<file path="src/core/unfde_pkg.sv">
// Purpose: shared constants, states and carriers of the nine-bit uart with driver enable
// Assumes: 50 MHz system clock, 16x oversampling of every bit
// Notes: no register map; configuration and status travel as packed structs

// ==========================================================
// package
package unfde_pkg;
	// clock rate of the system clock in hertz
	localparam int unsigned CLK_HZ = 50_000_000;
	// oversampling ticks per bit, last tick index and receiver mid point
	localparam logic [3:0] TICK_LAST = 4'hf;
	localparam logic [3:0] RX_MID_TICK = 4'h7;
	// ticks from a write to the start bit: one bit plus one tick of phase slack
	localparam logic [4:0] DRV_SETUP_TICKS = 5'h11;
	// index of the last data bit, lsb first
	localparam logic [2:0] DATA_BIT_LAST = 3'h7;
	// reset value of the count register inside the baud module
	localparam logic [15:0] BAUD_CNT_RESET = 16'h0001;
	// address match schemes
	localparam logic [1:0] SCHEME_ALL = 2'h0;
	localparam logic [1:0] SCHEME_ADDR = 2'h1;
	localparam logic [1:0] SCHEME_MATCH = 2'h2;
	localparam logic [1:0] SCHEME_MATCH_DATA = 2'h3;

	// transmitter states
	typedef enum logic [7:0] {
		TX_IDLE = 8'h01,
		TX_SETUP = 8'h02,
		TX_GO = 8'h04,
		TX_START = 8'h08,
		TX_DATA = 8'h10,
		TX_NINTH = 8'h20,
		TX_STOP = 8'h40,
		TX_LAST = 8'h80
	} unfde_tx_state_e;

	// receiver states
	typedef enum logic [4:0] {
		RX_IDLE = 5'h01,
		RX_START = 5'h02,
		RX_DATA = 5'h04,
		RX_NINTH = 5'h08,
		RX_STOP = 5'h10
	} unfde_rx_state_e;

	// configuration bits set by software
	typedef struct packed {
		logic transmit_enable;
		logic receive_enable;
		logic parity_enable;
		logic parity_odd;
		logic two_stop_bits;
		logic clear_to_send_enable;
		logic nine_bit_mode_enable;
		logic [1:0] address_match_scheme;
		logic [7:0] address_compare;
		logic driver_enable_polarity;
		logic rx_int_errors_only;
		logic tx_ninth_bit;
	} unfde_cfg_s;

	// receive status that belongs to the byte in the data register
	typedef struct packed {
		logic rx_data_available;
		logic rx_ninth_bit;
		logic first_data_of_frame;
		logic parity_error;
		logic framing_error;
	} unfde_rx_stat_s;
endpackage

</file>
<file path="src/core/unfde_baud.sv">
// Purpose: divider that makes the 16x bit-rate enable pulse
// Assumes: divisor of zero is treated as one
// Notes: tick is a one-cycle pulse every divisor clocks

`timescale 1ns/1ps

// ==========================================================
// baud tick divider
module unfde_baud (
	// clock and reset
	input wire logic clk,
	input wire logic rst_n,
	// divisor
	input wire logic [15:0] baud_divisor,
	// enable pulse at sixteen times the bit rate
	output logic tick16
);
	logic [15:0] cnt_reg;

	// divide by divisor
	always_ff @(posedge clk) begin
		if (!rst_n) begin
			cnt_reg <= unfde_pkg::BAUD_CNT_RESET;
			tick16 <= 1'b0;
		end else if (cnt_reg <= 16'h0001) begin
			cnt_reg <= baud_divisor; // reload picks up divisor changes at a boundary
			tick16 <= 1'b1;
		end else begin
			cnt_reg <= cnt_reg - 16'h0001;
			tick16 <= 1'b0;
		end
	end
endmodule // unfde_baud

</file>
<file path="src/core/unfde_core.sv">
// Purpose: uart with cts flow control, nine-bit addressing and driver enable
// Assumes: single 50 MHz clock, pins synchronised here, host strobes are one-cycle pulses
// Notes: no overrun or break handling; a new byte overwrites the data register
// Function
// cts sampled one clock before each character
// remote drops cts a clock before start
// character in flight always finishes
// ninth bit after data, before stop
// ninth bit replaces parity in nine-bit mode
// ninth bit equals software ninth-bit control
// matching only with nine-bit mode enabled
// scheme 01 interrupts on addresses only
// scheme 00 or nine-bit mode off: every byte interrupts
// received ninth bit shown as status
// scheme 10 filters by address compare
// first data after match flags new frame
// every address compared again
// scheme 11 as 10 without address interrupts
// receive interrupt: data plus errors or errors
// transmit interrupt at once when empty
// written byte moves to shifter automatically
// data available flag mirrors unread byte
// driver enable one to two bits early
// driver enable drops one clock after stop
// driver enable held across back-to-back characters
// driver enable polarity selectable
// eight data bits lsb first, framed
// empty flag after first bit, cleared by write
// reading data clears data available
// bit rate is clock over sixteen divisor
// receiver samples mid bit, validates start

`timescale 1ns/1ps

// ==========================================================
// top
module unfde_core (
	// clock and reset
	input wire logic clk,
	input wire logic rst_n,
	// configuration
	input wire unfde_pkg::unfde_cfg_s cfg,
	input wire logic [15:0] baud_divisor,
	// transmit data port
	input wire logic tx_data_wr,
	input wire logic [7:0] tx_data,
	output logic tx_holding_empty,
	output logic tx_irq,
	// receive data port
	input wire logic rx_data_rd,
	output logic [7:0] rx_data,
	output unfde_pkg::unfde_rx_stat_s rx_stat,
	output logic rx_irq,
	// serial pins
	input wire logic rxd,
	input wire logic clear_to_send_n,
	output logic txd,
	output logic driver_enable
);
	logic tick16;
	logic [2:0] rxd_sync_reg;
	logic [2:0] cts_sync_reg;
	logic rxd_filt_reg;
	logic cts_n_filt_reg;
	unfde_pkg::unfde_tx_state_e tx_state_reg;
	logic [3:0] tx_tick_reg;
	logic [2:0] tx_bit_reg;
	logic [4:0] setup_cnt_reg;
	logic [7:0] tx_shift_reg;
	logic tx_ninth_reg;
	logic tx_has_ninth_reg;
	logic tx_stop2_reg;
	logic tx_stop_second_reg;
	logic [7:0] hold_reg;
	logic hold_full_reg;
	logic tx_empty_reg;
	logic txd_reg;
	logic drv_en_reg;
	logic tx_bit_end;
	logic tx_cts_ok;
	logic tx_load;
	unfde_pkg::unfde_rx_state_e rx_state_reg;
	logic [3:0] rx_tick_reg;
	logic [2:0] rx_bit_reg;
	logic [7:0] rx_shift_reg;
	logic rx_ninth_in_reg;
	logic rx_done_reg;
	logic rx_stop_ok_reg;
	logic rx_matched_reg;
	logic rx_pending_reg;
	logic [7:0] rx_data_reg;
	unfde_pkg::unfde_rx_stat_s rx_stat_reg;
	logic rx_has_ninth;
	logic rx_is_addr;
	logic rx_auto;
	logic rx_deliver;
	logic rx_first_data;

	// parity bit that makes the count of ones even, inverted for odd
	function automatic logic unfde_parity(input logic [7:0] d, input logic odd);
		unfde_parity = (^d) ^ odd;
	endfunction

	// ==========================================================
	// bit-rate enable
	unfde_baud u_baud (
		.clk(clk),
		.rst_n(rst_n),
		.baud_divisor(baud_divisor),
		.tick16(tick16)
	);

	// ==========================================================
	// pin synchronisers: a change counts once stages two and three agree
	always_ff @(posedge clk) begin
		if (!rst_n) begin
			rxd_sync_reg <= 3'h7;
			cts_sync_reg <= 3'h7;
			rxd_filt_reg <= 1'b1;
			cts_n_filt_reg <= 1'b1;
		end else begin
			rxd_sync_reg <= {rxd_sync_reg[1:0], rxd};
			cts_sync_reg <= {cts_sync_reg[1:0], clear_to_send_n};
			if (rxd_sync_reg[1] == rxd_sync_reg[2]) begin
				rxd_filt_reg <= rxd_sync_reg[2];
			end
			if (cts_sync_reg[1] == cts_sync_reg[2]) begin
				cts_n_filt_reg <= cts_sync_reg[2];
			end
		end
	end

	// ==========================================================
	// transmitter
	assign tx_bit_end = tick16 && (tx_tick_reg == unfde_pkg::TICK_LAST);
	// cts gate
	assign tx_cts_ok = !cfg.clear_to_send_enable || !cts_n_filt_reg;
	assign tx_load = (tx_state_reg == unfde_pkg::TX_GO) && tx_cts_ok;

	// character sequencer; cts only looked at in the go state, so a frame in flight runs on
	always_ff @(posedge clk) begin
		if (!rst_n) begin
			tx_state_reg <= unfde_pkg::TX_IDLE;
			tx_tick_reg <= 4'h0;
			tx_bit_reg <= 3'h0;
			setup_cnt_reg <= 5'h00;
			tx_shift_reg <= 8'h00;
			tx_ninth_reg <= 1'b0;
			tx_has_ninth_reg <= 1'b0;
			tx_stop2_reg <= 1'b0;
			tx_stop_second_reg <= 1'b0;
		end else begin
			if (tick16) begin
				tx_tick_reg <= tx_tick_reg + 4'h1;
			end
			case (tx_state_reg)
				unfde_pkg::TX_IDLE: begin
					setup_cnt_reg <= 5'h00;
					if (cfg.transmit_enable && hold_full_reg) begin
						tx_state_reg <= unfde_pkg::TX_SETUP;
					end
				end
				// setup time before start
				unfde_pkg::TX_SETUP: begin
					if (tick16) begin
						setup_cnt_reg <= setup_cnt_reg + 5'h01;
						if (setup_cnt_reg == unfde_pkg::DRV_SETUP_TICKS - 5'h01) begin
							tx_state_reg <= unfde_pkg::TX_GO;
						end
					end
				end
				// load shifter from holding
				unfde_pkg::TX_GO: begin
					if (tx_cts_ok) begin
						tx_state_reg <= unfde_pkg::TX_START;
						tx_tick_reg <= 4'h0;
						tx_shift_reg <= hold_reg;
						// ninth slot carries address flag
						// ninth bit from software
						tx_ninth_reg <= cfg.nine_bit_mode_enable ? cfg.tx_ninth_bit :
							unfde_parity(hold_reg, cfg.parity_odd);
						tx_has_ninth_reg <= cfg.nine_bit_mode_enable || cfg.parity_enable;
						tx_stop2_reg <= cfg.two_stop_bits;
						tx_stop_second_reg <= 1'b0;
					end
				end
				// no cts check once started
				unfde_pkg::TX_START: begin
					if (tx_bit_end) begin
						tx_state_reg <= unfde_pkg::TX_DATA;
						tx_bit_reg <= 3'h0;
					end
				end
				// eight data bits lsb first
				unfde_pkg::TX_DATA: begin
					if (tx_bit_end) begin
						tx_bit_reg <= tx_bit_reg + 3'h1;
						if (tx_bit_reg == unfde_pkg::DATA_BIT_LAST) begin
							// ninth bit right after data
							tx_state_reg <= tx_has_ninth_reg ? unfde_pkg::TX_NINTH : unfde_pkg::TX_STOP;
						end
					end
				end
				unfde_pkg::TX_NINTH: begin
					if (tx_bit_end) begin
						tx_state_reg <= unfde_pkg::TX_STOP;
					end
				end
				unfde_pkg::TX_STOP: begin
					if (tx_bit_end) begin
						if (tx_stop2_reg && !tx_stop_second_reg) begin
							tx_stop_second_reg <= 1'b1;
						end else begin
							tx_state_reg <= unfde_pkg::TX_LAST;
						end
					end
				end
				// next byte waiting keeps the driver on
				unfde_pkg::TX_LAST: begin
					if (cfg.transmit_enable && hold_full_reg) begin
						tx_state_reg <= unfde_pkg::TX_GO;
					end else begin
						tx_state_reg <= unfde_pkg::TX_IDLE;
					end
				end
				default: begin
					tx_state_reg <= unfde_pkg::TX_IDLE;
				end
			endcase
		end
	end

	// holding register filled by writes, emptied by the load
	always_ff @(posedge clk) begin
		if (!rst_n) begin
			hold_reg <= 8'h00;
			hold_full_reg <= 1'b0;
		end else if (tx_data_wr) begin
			hold_reg <= tx_data;
			hold_full_reg <= 1'b1;
		end else if (tx_load) begin
			hold_full_reg <= 1'b0;
		end
	end

	// empty flag: set after start bit, write clears it
	always_ff @(posedge clk) begin
		if (!rst_n) begin
			tx_empty_reg <= 1'b1;
		end else if (tx_data_wr) begin
			tx_empty_reg <= 1'b0;
		end else if ((tx_state_reg == unfde_pkg::TX_START) && tx_bit_end && !hold_full_reg) begin
			tx_empty_reg <= 1'b1;
		end
	end

	// line and driver enable registered together so they stay aligned
	always_ff @(posedge clk) begin
		if (!rst_n) begin
			txd_reg <= 1'b1;
			drv_en_reg <= 1'b0;
		end else begin
			case (tx_state_reg)
				unfde_pkg::TX_START: txd_reg <= 1'b0;
				unfde_pkg::TX_DATA: txd_reg <= tx_shift_reg[tx_bit_reg];
				unfde_pkg::TX_NINTH: txd_reg <= tx_ninth_reg;
				default: txd_reg <= 1'b1;
			endcase
			// on through stop, off one clock after
			drv_en_reg <= (tx_state_reg != unfde_pkg::TX_IDLE);
		end
	end

	assign txd = txd_reg;
	// polarity select
	assign driver_enable = drv_en_reg ^ cfg.driver_enable_polarity;
	assign tx_holding_empty = tx_empty_reg;
	// request as soon as enabled and empty
	assign tx_irq = cfg.transmit_enable && tx_empty_reg;

	// ==========================================================
	// receiver
	assign rx_has_ninth = cfg.nine_bit_mode_enable || cfg.parity_enable;

	// start check at mid bit, then sample every sixteen ticks
	always_ff @(posedge clk) begin
		if (!rst_n) begin
			rx_state_reg <= unfde_pkg::RX_IDLE;
			rx_tick_reg <= 4'h0;
			rx_bit_reg <= 3'h0;
			rx_shift_reg <= 8'h00;
			rx_ninth_in_reg <= 1'b0;
			rx_done_reg <= 1'b0;
			rx_stop_ok_reg <= 1'b0;
		end else begin
			rx_done_reg <= 1'b0;
			if (tick16) begin
				rx_tick_reg <= rx_tick_reg + 4'h1;
			end
			case (rx_state_reg)
				unfde_pkg::RX_IDLE: begin
					rx_tick_reg <= 4'h0;
					if (cfg.receive_enable && !rxd_filt_reg) begin
						rx_state_reg <= unfde_pkg::RX_START;
					end
				end
				unfde_pkg::RX_START: begin
					if (tick16 && rx_tick_reg == unfde_pkg::RX_MID_TICK) begin
						rx_tick_reg <= 4'h0;
						rx_bit_reg <= 3'h0;
						// a glitch shorter than half a bit is dropped
						rx_state_reg <= rxd_filt_reg ? unfde_pkg::RX_IDLE : unfde_pkg::RX_DATA;
					end
				end
				unfde_pkg::RX_DATA: begin
					if (tick16 && rx_tick_reg == unfde_pkg::TICK_LAST) begin
						rx_shift_reg[rx_bit_reg] <= rxd_filt_reg;
						rx_bit_reg <= rx_bit_reg + 3'h1;
						if (rx_bit_reg == unfde_pkg::DATA_BIT_LAST) begin
							rx_state_reg <= rx_has_ninth ? unfde_pkg::RX_NINTH : unfde_pkg::RX_STOP;
						end
					end
				end
				unfde_pkg::RX_NINTH: begin
					if (tick16 && rx_tick_reg == unfde_pkg::TICK_LAST) begin
						rx_ninth_in_reg <= rxd_filt_reg;
						rx_state_reg <= unfde_pkg::RX_STOP;
					end
				end
				// second stop bit is not checked; idle at mid stop re-arms early
				unfde_pkg::RX_STOP: begin
					if (tick16 && rx_tick_reg == unfde_pkg::TICK_LAST) begin
						rx_stop_ok_reg <= rxd_filt_reg;
						rx_done_reg <= 1'b1;
						rx_state_reg <= unfde_pkg::RX_IDLE;
						if (!rx_has_ninth) begin
							rx_ninth_in_reg <= 1'b0;
						end
					end
				end
				default: begin
					rx_state_reg <= unfde_pkg::RX_IDLE;
				end
			endcase
		end
	end

	// schemes act only in nine-bit mode
	assign rx_is_addr = cfg.nine_bit_mode_enable && rx_ninth_in_reg;
	assign rx_auto = cfg.nine_bit_mode_enable && cfg.address_match_scheme[1];

	// which finished bytes reach the data register
	always_comb begin
		rx_deliver = 1'b0;
		rx_first_data = 1'b0;
		if (rx_done_reg) begin
			if (!cfg.nine_bit_mode_enable || cfg.address_match_scheme == unfde_pkg::SCHEME_ALL) begin
				// every byte reported
				rx_deliver = 1'b1;
			end else if (cfg.address_match_scheme == unfde_pkg::SCHEME_ADDR) begin
				// addresses only
				rx_deliver = rx_is_addr;
			end else if (rx_is_addr) begin
				// compare address
				// no address report in scheme 11
				rx_deliver = (rx_shift_reg == cfg.address_compare) &&
					(cfg.address_match_scheme == unfde_pkg::SCHEME_MATCH);
			end else begin
				rx_deliver = rx_matched_reg;
				// first data after match
				rx_first_data = rx_pending_reg;
			end
		end
	end

	// each address re-arms or blocks the frame
	always_ff @(posedge clk) begin
		if (!rst_n) begin
			rx_matched_reg <= 1'b0;
			rx_pending_reg <= 1'b0;
		end else if (!rx_auto) begin
			rx_matched_reg <= 1'b0;
			rx_pending_reg <= 1'b0;
		end else if (rx_done_reg && rx_is_addr) begin
			rx_matched_reg <= (rx_shift_reg == cfg.address_compare);
			rx_pending_reg <= (rx_shift_reg == cfg.address_compare);
		end else if (rx_deliver) begin
			rx_pending_reg <= 1'b0;
		end
	end

	// data register and status; a new byte wins over a read
	always_ff @(posedge clk) begin
		if (!rst_n) begin
			rx_data_reg <= 8'h00;
			rx_stat_reg <= '0;
		end else if (rx_deliver) begin
			rx_data_reg <= rx_shift_reg;
			rx_stat_reg.rx_data_available <= 1'b1;
			// ninth bit visible
			rx_stat_reg.rx_ninth_bit <= rx_is_addr;
			rx_stat_reg.first_data_of_frame <= rx_first_data;
			rx_stat_reg.parity_error <= cfg.parity_enable && !cfg.nine_bit_mode_enable &&
				(rx_ninth_in_reg != unfde_parity(rx_shift_reg, cfg.parity_odd));
			rx_stat_reg.framing_error <= !rx_stop_ok_reg;
		end else if (rx_data_rd) begin
			// read empties the register
			rx_stat_reg.rx_data_available <= 1'b0;
			rx_stat_reg.first_data_of_frame <= 1'b0;
			rx_stat_reg.parity_error <= 1'b0;
			rx_stat_reg.framing_error <= 1'b0;
		end
	end

	assign rx_data = rx_data_reg;
	assign rx_stat = rx_stat_reg;
	// data plus errors, or errors only
	assign rx_irq = (rx_stat_reg.rx_data_available && !cfg.rx_int_errors_only) ||
		rx_stat_reg.parity_error || rx_stat_reg.framing_error;

	logic [21:0] chk_setup_clks_reg;
	logic [21:0] chk_div_eff;
	assign chk_div_eff = (baud_divisor == 16'h0000) ? 22'h000001 : {6'h00, baud_divisor};
	// clocks spent in setup, read only by the checks
	always_ff @(posedge clk) begin
		if (!rst_n || tx_state_reg != unfde_pkg::TX_SETUP) begin
			chk_setup_clks_reg <= 22'h000000;
		end else begin
			chk_setup_clks_reg <= chk_setup_clks_reg + 22'h000001;
		end
	end
endmodule // unfde_core

</file>
<file path="config.mk">
export PLATFORM = sky130hd
export DESIGN_NAME = unfde_core
export DESIGN_NICKNAME = d
export VERILOG_FILES = /design/src/core/unfde_pkg.sv /design/src/core/unfde_baud.sv /design/src/core/unfde_core.sv
export SDC_FILE = /design/constraint.sdc
export NUM_CORES = 1
export LEC_CHECK = 0
export BUFFER_PORTS_ARGS = -buffer_cell sky130_fd_sc_hd__clkbuf_2
export CORE_ASPECT_RATIO = 0.9
export CORE_UTILIZATION = 58
export CTS_CLUSTER_SIZE = 20
export DETAILED_ROUTE_END_ITERATION = 12
export GPL_ROUTABILITY_DRIVEN = 0
export GPL_TIMING_DRIVEN = 0
export HOLD_SLACK_MARGIN = 0.06
export PLACE_DENSITY = 0.79
export SYNTH_ARGS = -nofsm -noshare
export SYNTH_HDL_FRONTEND = slang
export SYNTH_SLANG_ARGS = --single-unit
</file>
<file path="constraint.sdc">
create_clock -name clk -period 2.7 [get_ports clk]
set_input_delay 0.135 -clock clk [delete_from_list [all_inputs] [get_ports clk]]
set_output_delay 0.135 -clock clk [all_outputs]
set_load 0.05 [all_outputs]
</file>
# Word-level counts from Yosys, hierarchy flattened
# Index checks and enable logic that the tools add are counted.
# W data, S select, Z words.
op_classes:
  n_reduce_logical: 55
  order_cmp: 4
  bitwise_logic: 3
  add_sub_neg: 6
  n_eq_ne: 44
  muxes: 72
ops:
  columns: ["cell", "count"]
  rows:
  - ["$mux W8", 10]
  - ["$pmux W8 S8", 1]
  - ["$mux W5", 8]
  - ["$ne A2 B2 Y1 const B", 17]
  - ["$mux W1", 27]
  - ["$pmux W5 S5", 1]
  - ["$mux W3", 8]
  - ["$mux W4", 5]
  - ["$logic_and A1 B1 Y1", 18]
  - ["$reduce_bool A2 Y1", 9]
  - ["$le A16 B1 Y1 const B", 1]
  - ["$mux W16", 1]
  - ["$reduce_xor A8 Y1", 2]
  - ["$sub A16 B1 Y16 const B", 1]
  - ["$pmux W3 S2", 2]
  - ["$reduce_and A2 Y1", 6]
  - ["$eq A5 B5 Y1 const B", 2]
  - ["$pmux W5 S2", 1]
  - ["$reduce_and A10 Y1", 1]
  - ["$add A4 B1 Y4 const B", 2]
  - ["$bwmux W8", 1]
  - ["$eq A4 B4 Y1 const B", 2]
  - ["$eq A8 B1 Y1 const B", 1]
  - ["$eq A8 B2 Y1 const B", 1]
  - ["other kinds (36)", 56]
word_totals:
  wordCells: 219
  regBits: 107
  output_inout_bits: 18

# Longest topological paths before layout
logic_depth:
  word_depth: 8
  ltp_mapped: 8
  depth_no_buf: 7

# Modules after synthesis
# Synthesis repeated with hierarchy kept, for this count alone.
unflattened:
  hier_cells: 623
  hier_area_um2: 5450.2
modules_own_cells:
  columns: ["module", "seq_area_each_um2", "area_each_um2", "n_inst", "cells_each"]
  rows:
  - ["unfde_core", 1801.7, 4503.1, 1, 517]
  - ["unfde_baud", 340.3, 947.2, 1, 106]

# Least setup slack after synthesis
# OpenSTA, ideal clock, no wires.
synth_path:
  path_type: "flip-flop to flip-flop"
  startpoint: "register u_baud.cnt_reg[0]"
  endpoint: "register u_baud.cnt_reg[14]"
  slack_ps: 699
  synth_period_minus_slack_ps: 2001
  setup_time_ps: 133
  stages_incl_launch_ff: 9
  t_arrival_ps: 1869
  path_cell_list: "dfxtp_1 > inv_1 > ha_1 > or3b_2 > clkbuf_1 > nor4_1 > nor3b_1 > xnor2_1 > a21oi_1"
synth_between:
  elab_chain_len: 2
  elab_cells_between_ends: 3
synth_lines:
  columns: ["element", "line_no", "rtl"]
  rows:
  - ["start: declaration", "unfde_baud.sv:18", "logic [15:0] cnt_reg;"]
  - ["start signal: assignment", "unfde_baud.sv:23", "cnt_reg <= unfde_pkg::BAUD_CNT_RESET;"]
  - ["start signal: assignment", "unfde_baud.sv:26", "cnt_reg <= baud_divisor;"]
  - ["start signal: assignment", "unfde_baud.sv:29", "cnt_reg <= cnt_reg - 16'h0001;"]
  - ["$sub A16 B1 Y16 / $le A16 B1 Y1 (equally long branches)", "unfde_baud.sv:29, unfde_baud.sv:25", null]
  - ["$mux W16 (*)", "unfde_baud.sv:25", "end else if (cnt_reg <= 16'h0001) begin"]
# Mark *: on every way between the ends. The rest lies on a longest branch, timed or not.
# A chain may end at the register's enable or synchronous reset.

# Worst setup path in the final report
layout_path:
  startpoint: "register rx_tick_reg[0]"
  endpoint: "register rx_state_reg[4]"
layout_between:
  elab_chain_len: 4
  elab_cells_between_ends: 9
layout_lines:
  columns: ["element", "line_no", "rtl"]
  rows:
  - ["start: declaration", "unfde_core.sv:83", "logic [3:0] rx_tick_reg;"]
  - ["start signal: assignment", "unfde_core.sv:298", "rx_tick_reg <= rx_tick_reg + 4'h1;"]
  - ["$eq A4 B4 Y1 / $eq A4 B3 Y1 (equally long branches)", null, null]
  - ["$logic_and A1 B1 Y1 (on tied branches)", null, null]
  - ["$ne A2 B2 Y1 (no line)", null, null]
  - ["$reduce_and A6 Y1 (no line) (*)", null, null]
  - ["end signal: assignment", "unfde_core.sv:320", "rx_state_reg <= rx_has_ninth ? unfde_pkg::RX_NINTH : unfde_pkg::RX_STOP;"]
  - ["end signal: assignment", "unfde_core.sv:327", "rx_state_reg <= unfde_pkg::RX_STOP;"]
  - ["end signal: assignment", "unfde_core.sv:335", "rx_state_reg <= unfde_pkg::RX_IDLE;"]
  - ["end: declaration", "unfde_core.sv:82", "unfde_pkg::unfde_rx_state_e rx_state_reg;"]
# Marks and branches as above.

==> flow_summary.json <==
{
  "post_cts_buffers": 0,
  "critPathKind": "register to register",
  "dieWidth_um": 102,
  "critPathRequiredTime_ns": 2.96,
  "cts_tree": "done",
  "synth_enable_flop_cells": 0,
  "min_period_ns": 2.30,
  "grt_max_degree": 19,
  "critPathLaunchType": "register",
  "grt_antenna_before_repair": 0,
  "fin_cells": 819,
  "tns_ns": 0,
  "hpwlAfterDp_um": 8530,
  "ctsResizeCount": 0,
  "yosysUniqueCellTypes": 55,
  "clk_latency_ns": 0.37,
  "worst_pin_slew_ns": 0.911,
  "grt_pass1_vias": 4376,
  "hp-class": "primary input to register",
  "synthesis.area_sq_mm": 0.00519,
  "routed_wl_um": 12100,
  "syn_nets": 652,
  "synthToLayoutAreaGrowth_pct": 17.9,
  "ir_drop_v": 0.000543,
  "ys_seq_area_share_pct": 41.3,
  "start_util_pct": 60.3,
  "worst_clock_skew_ns": 0.00986,
  "drcViolationCount": 0,
  "core_area_sq_mm": 0.00861,
  "yosysWarningCount": 0,
  "grt_util_all_layers_pct": 27.2,
  "rows": 32,
  "cp_slowest_stage_delay_ns": 0.82,
  "final_common_cell": "dfxtp_1",
  "critPathMostFrequentCell": "nor4_1",
  "synthTopCellsByArea": "dfxtp_1, mux2i_1, nor2_1",
  "cts-buffers-inserted": 9,
  "ys_ff_latch": 107,
  "clk_pin_slew_worst_paths_ns": 0.11,
  "root_buffer": "clkbuf_8",
  "yosysTopAreaCell": "dfxtp_1",
  "cp-end-kind": "register",
  "synthArstFlopShare_pct": 0,
  "cp.arrival_ns": 2.56,
  "slew_viol_final": 0,
  "htreeDepth": 3,
  "die-area_sq_mm": 0.00933,
  "p_per_area_mw_per_mm2": 685,
  "top_layer_used": "met4",
  "ant_nets": 0,
  "worst-path-max-fanout": 5,
  "cts.sinks": 107,
  "synth.top_cell.area_share_pct": 41.3,
  "largest_reg_flops": 16,
  "first_pass_iters": 5,
  "hold_violations": 0,
  "place_inst": 776,
  "crit_chain": "ha_1 -> and4_1 -> nor4_1 -> nor4_1 -> mux2i_1 -> nor2_1",
  "min_period_over_period_pct": 85.2,
  "hold_start": "cfg[12]",
  "wl_met1_um": 5420,
  "route.vias.total": 4690,
  "numPortBuffers": 65,
  "n_antenna_cell": 0,
  "final_cell_mix": "dfxtp_1, nor2_1, clkbuf_2",
  "setup_viol": 0,
  "power.leakage_nw": 2.45,
  "wire_per_inst_um": 14.8,
  "synthFlopType": "dfxtp_1",
  "drt_iter0_drc": 245,
  "relSlewSlack_pct": 38.7,
  "rsz0062_at_grt": "no",
  "crit_family": "simple AND/OR/NAND/NOR gates",
  "status": "finished clean",
  "cts_buffer_depth": 2,
  "overflow": 0,
  "dieHeight_um": 91.7,
  "crit_slowest_cell": "nor4_1",
  "io_pins": 68,
  "max_freq_mhz": 435,
  "startpoint": "rx_tick_reg[0]",
  "drive_gt1_share_pct": 13.7,
  "met2WireLength_um": 5880,
  "maxCapViolations": 0,
  "grt_pass1_wl_um": 20200,
  "r2r-start": "rx_tick_reg[0]",
  "dr_wl_met3_um": 638,
  "synth_area_per_cell_sq_um": 8.77,
  "synth_cells": 592,
  "cp_num_buf_inv": 0,
  "final_nets": 755,
  "post_drt_via_cell_ratio": 5.73
}
-- Yosys cell counts (6+ instances only) --
cell,number
a211oi_1,11
a21oi_1,38
and4b_1,6
clkbuf_1,22
dfxtp_1,107
ha_1,10
inv_1,12
mux2i_1,35
nand2_1,29
nand2b_1,9
nand3_1,29
nand4_1,8
nand4b_1,7
nor2_1,81
nor3_1,10
nor4_1,13
o21ai_0,29
or4_1,7
xnor2_1,31
xor2_1,21
-- final timing paths --
kind	endpoint	slack [ns]	depth (start not counted)
worst max register to register	rx_state_reg[4]	0.40	6
worst max-delay path	rx_state_reg[4]	0.40	6
worst min-delay path	rx_matched_reg	0.09	3
worst min register to register	cts_sync_reg[1]	0.42	1
-- tightest hold or removal path, delay by kind of cell --
family / cells / cell delay [ns]
AND/OR/NAND/NOR: 1 / 0.11
AO/OA/AOI/OAI: 1 / 0.05
buffers and inverters: 1 / 0.12
-- final cells by class --
| type | count | area [sq um] |
|---|---|---|
| multi-input combinational | 441 | 2870 |
| fill | 688 | 2490 |
| sequential | 107 | 2140 |
| timing repair buffer | 92 | 596 |
| tap | 119 | 149 |
| clock buffer | 10 | 138 |
| buffer | 31 | 129 |
| inverter | 13 | 48.8 |
| clock inverter | 6 | 47.5 |
-- per-layer routing --
metal	global-route usage (%)	vias up
li1	-	2321
met1	34.8	2211
met4	8.21	0
met5	0	-
met3	5.03	15
met2	46.3	143
-- timing repair --
| item | in CTS | in global routing |
|---|---|---|
| hold buffers | 27 | 0 |
| endpoints found under the hold margin | 28 | 0 |
| endpoints found under the setup margin | 0 | 0 |
-- per-stage QoR --
stage | cell area [sq um] | setup WS (ns) | hold WS, ns | utilization, % | power [mW]
2_1_floorplan | 5190 | 0.699 | 0.236 | - | 2.93
3_3_place_gp | 5660 | 0.481 | 0.319 | 65.8 | 3.18
3_5_place_dp | 5660 | 0.395 | 0.324 | 65.8 | 3.22
4_1_cts | 6120 | 0.399 | 0.0650 | 71.1 | 4.19
5_1_grt | 6120 | 0.102 | 0.0601 | 71.1 | 4.45
6_report | 6120 | 0.400 | 0.0857 | 71.1 | 4.19
-- report_power, final --
group | switching [mW] | internal (mW)
registers | 0.166 | 1.75
clock network | 0.567 | 0.371
logic | 0.782 | 0.558
total | 1.52 | 2.68
-- kinds of logic (layout without fill, tap and decap cells) --
family | count (synthesis) | in the layout | synth area share [%]
AO/OA/AOI/OAI | 108 | 108 | 12.7
buffers and inverters | 44 | 152 | 3.42
AND/OR/NAND/NOR | 233 | 233 | 23.6
adder cells (fa/ha/maj) | 10 | 10 | 2.41
flip-flops | 107 | 107 | 41.3
multiplexers | 38 | 38 | 7.84
XOR/XNOR | 52 | 52 | 8.78
No activity file was read; power rests on OpenSTA's default activity.
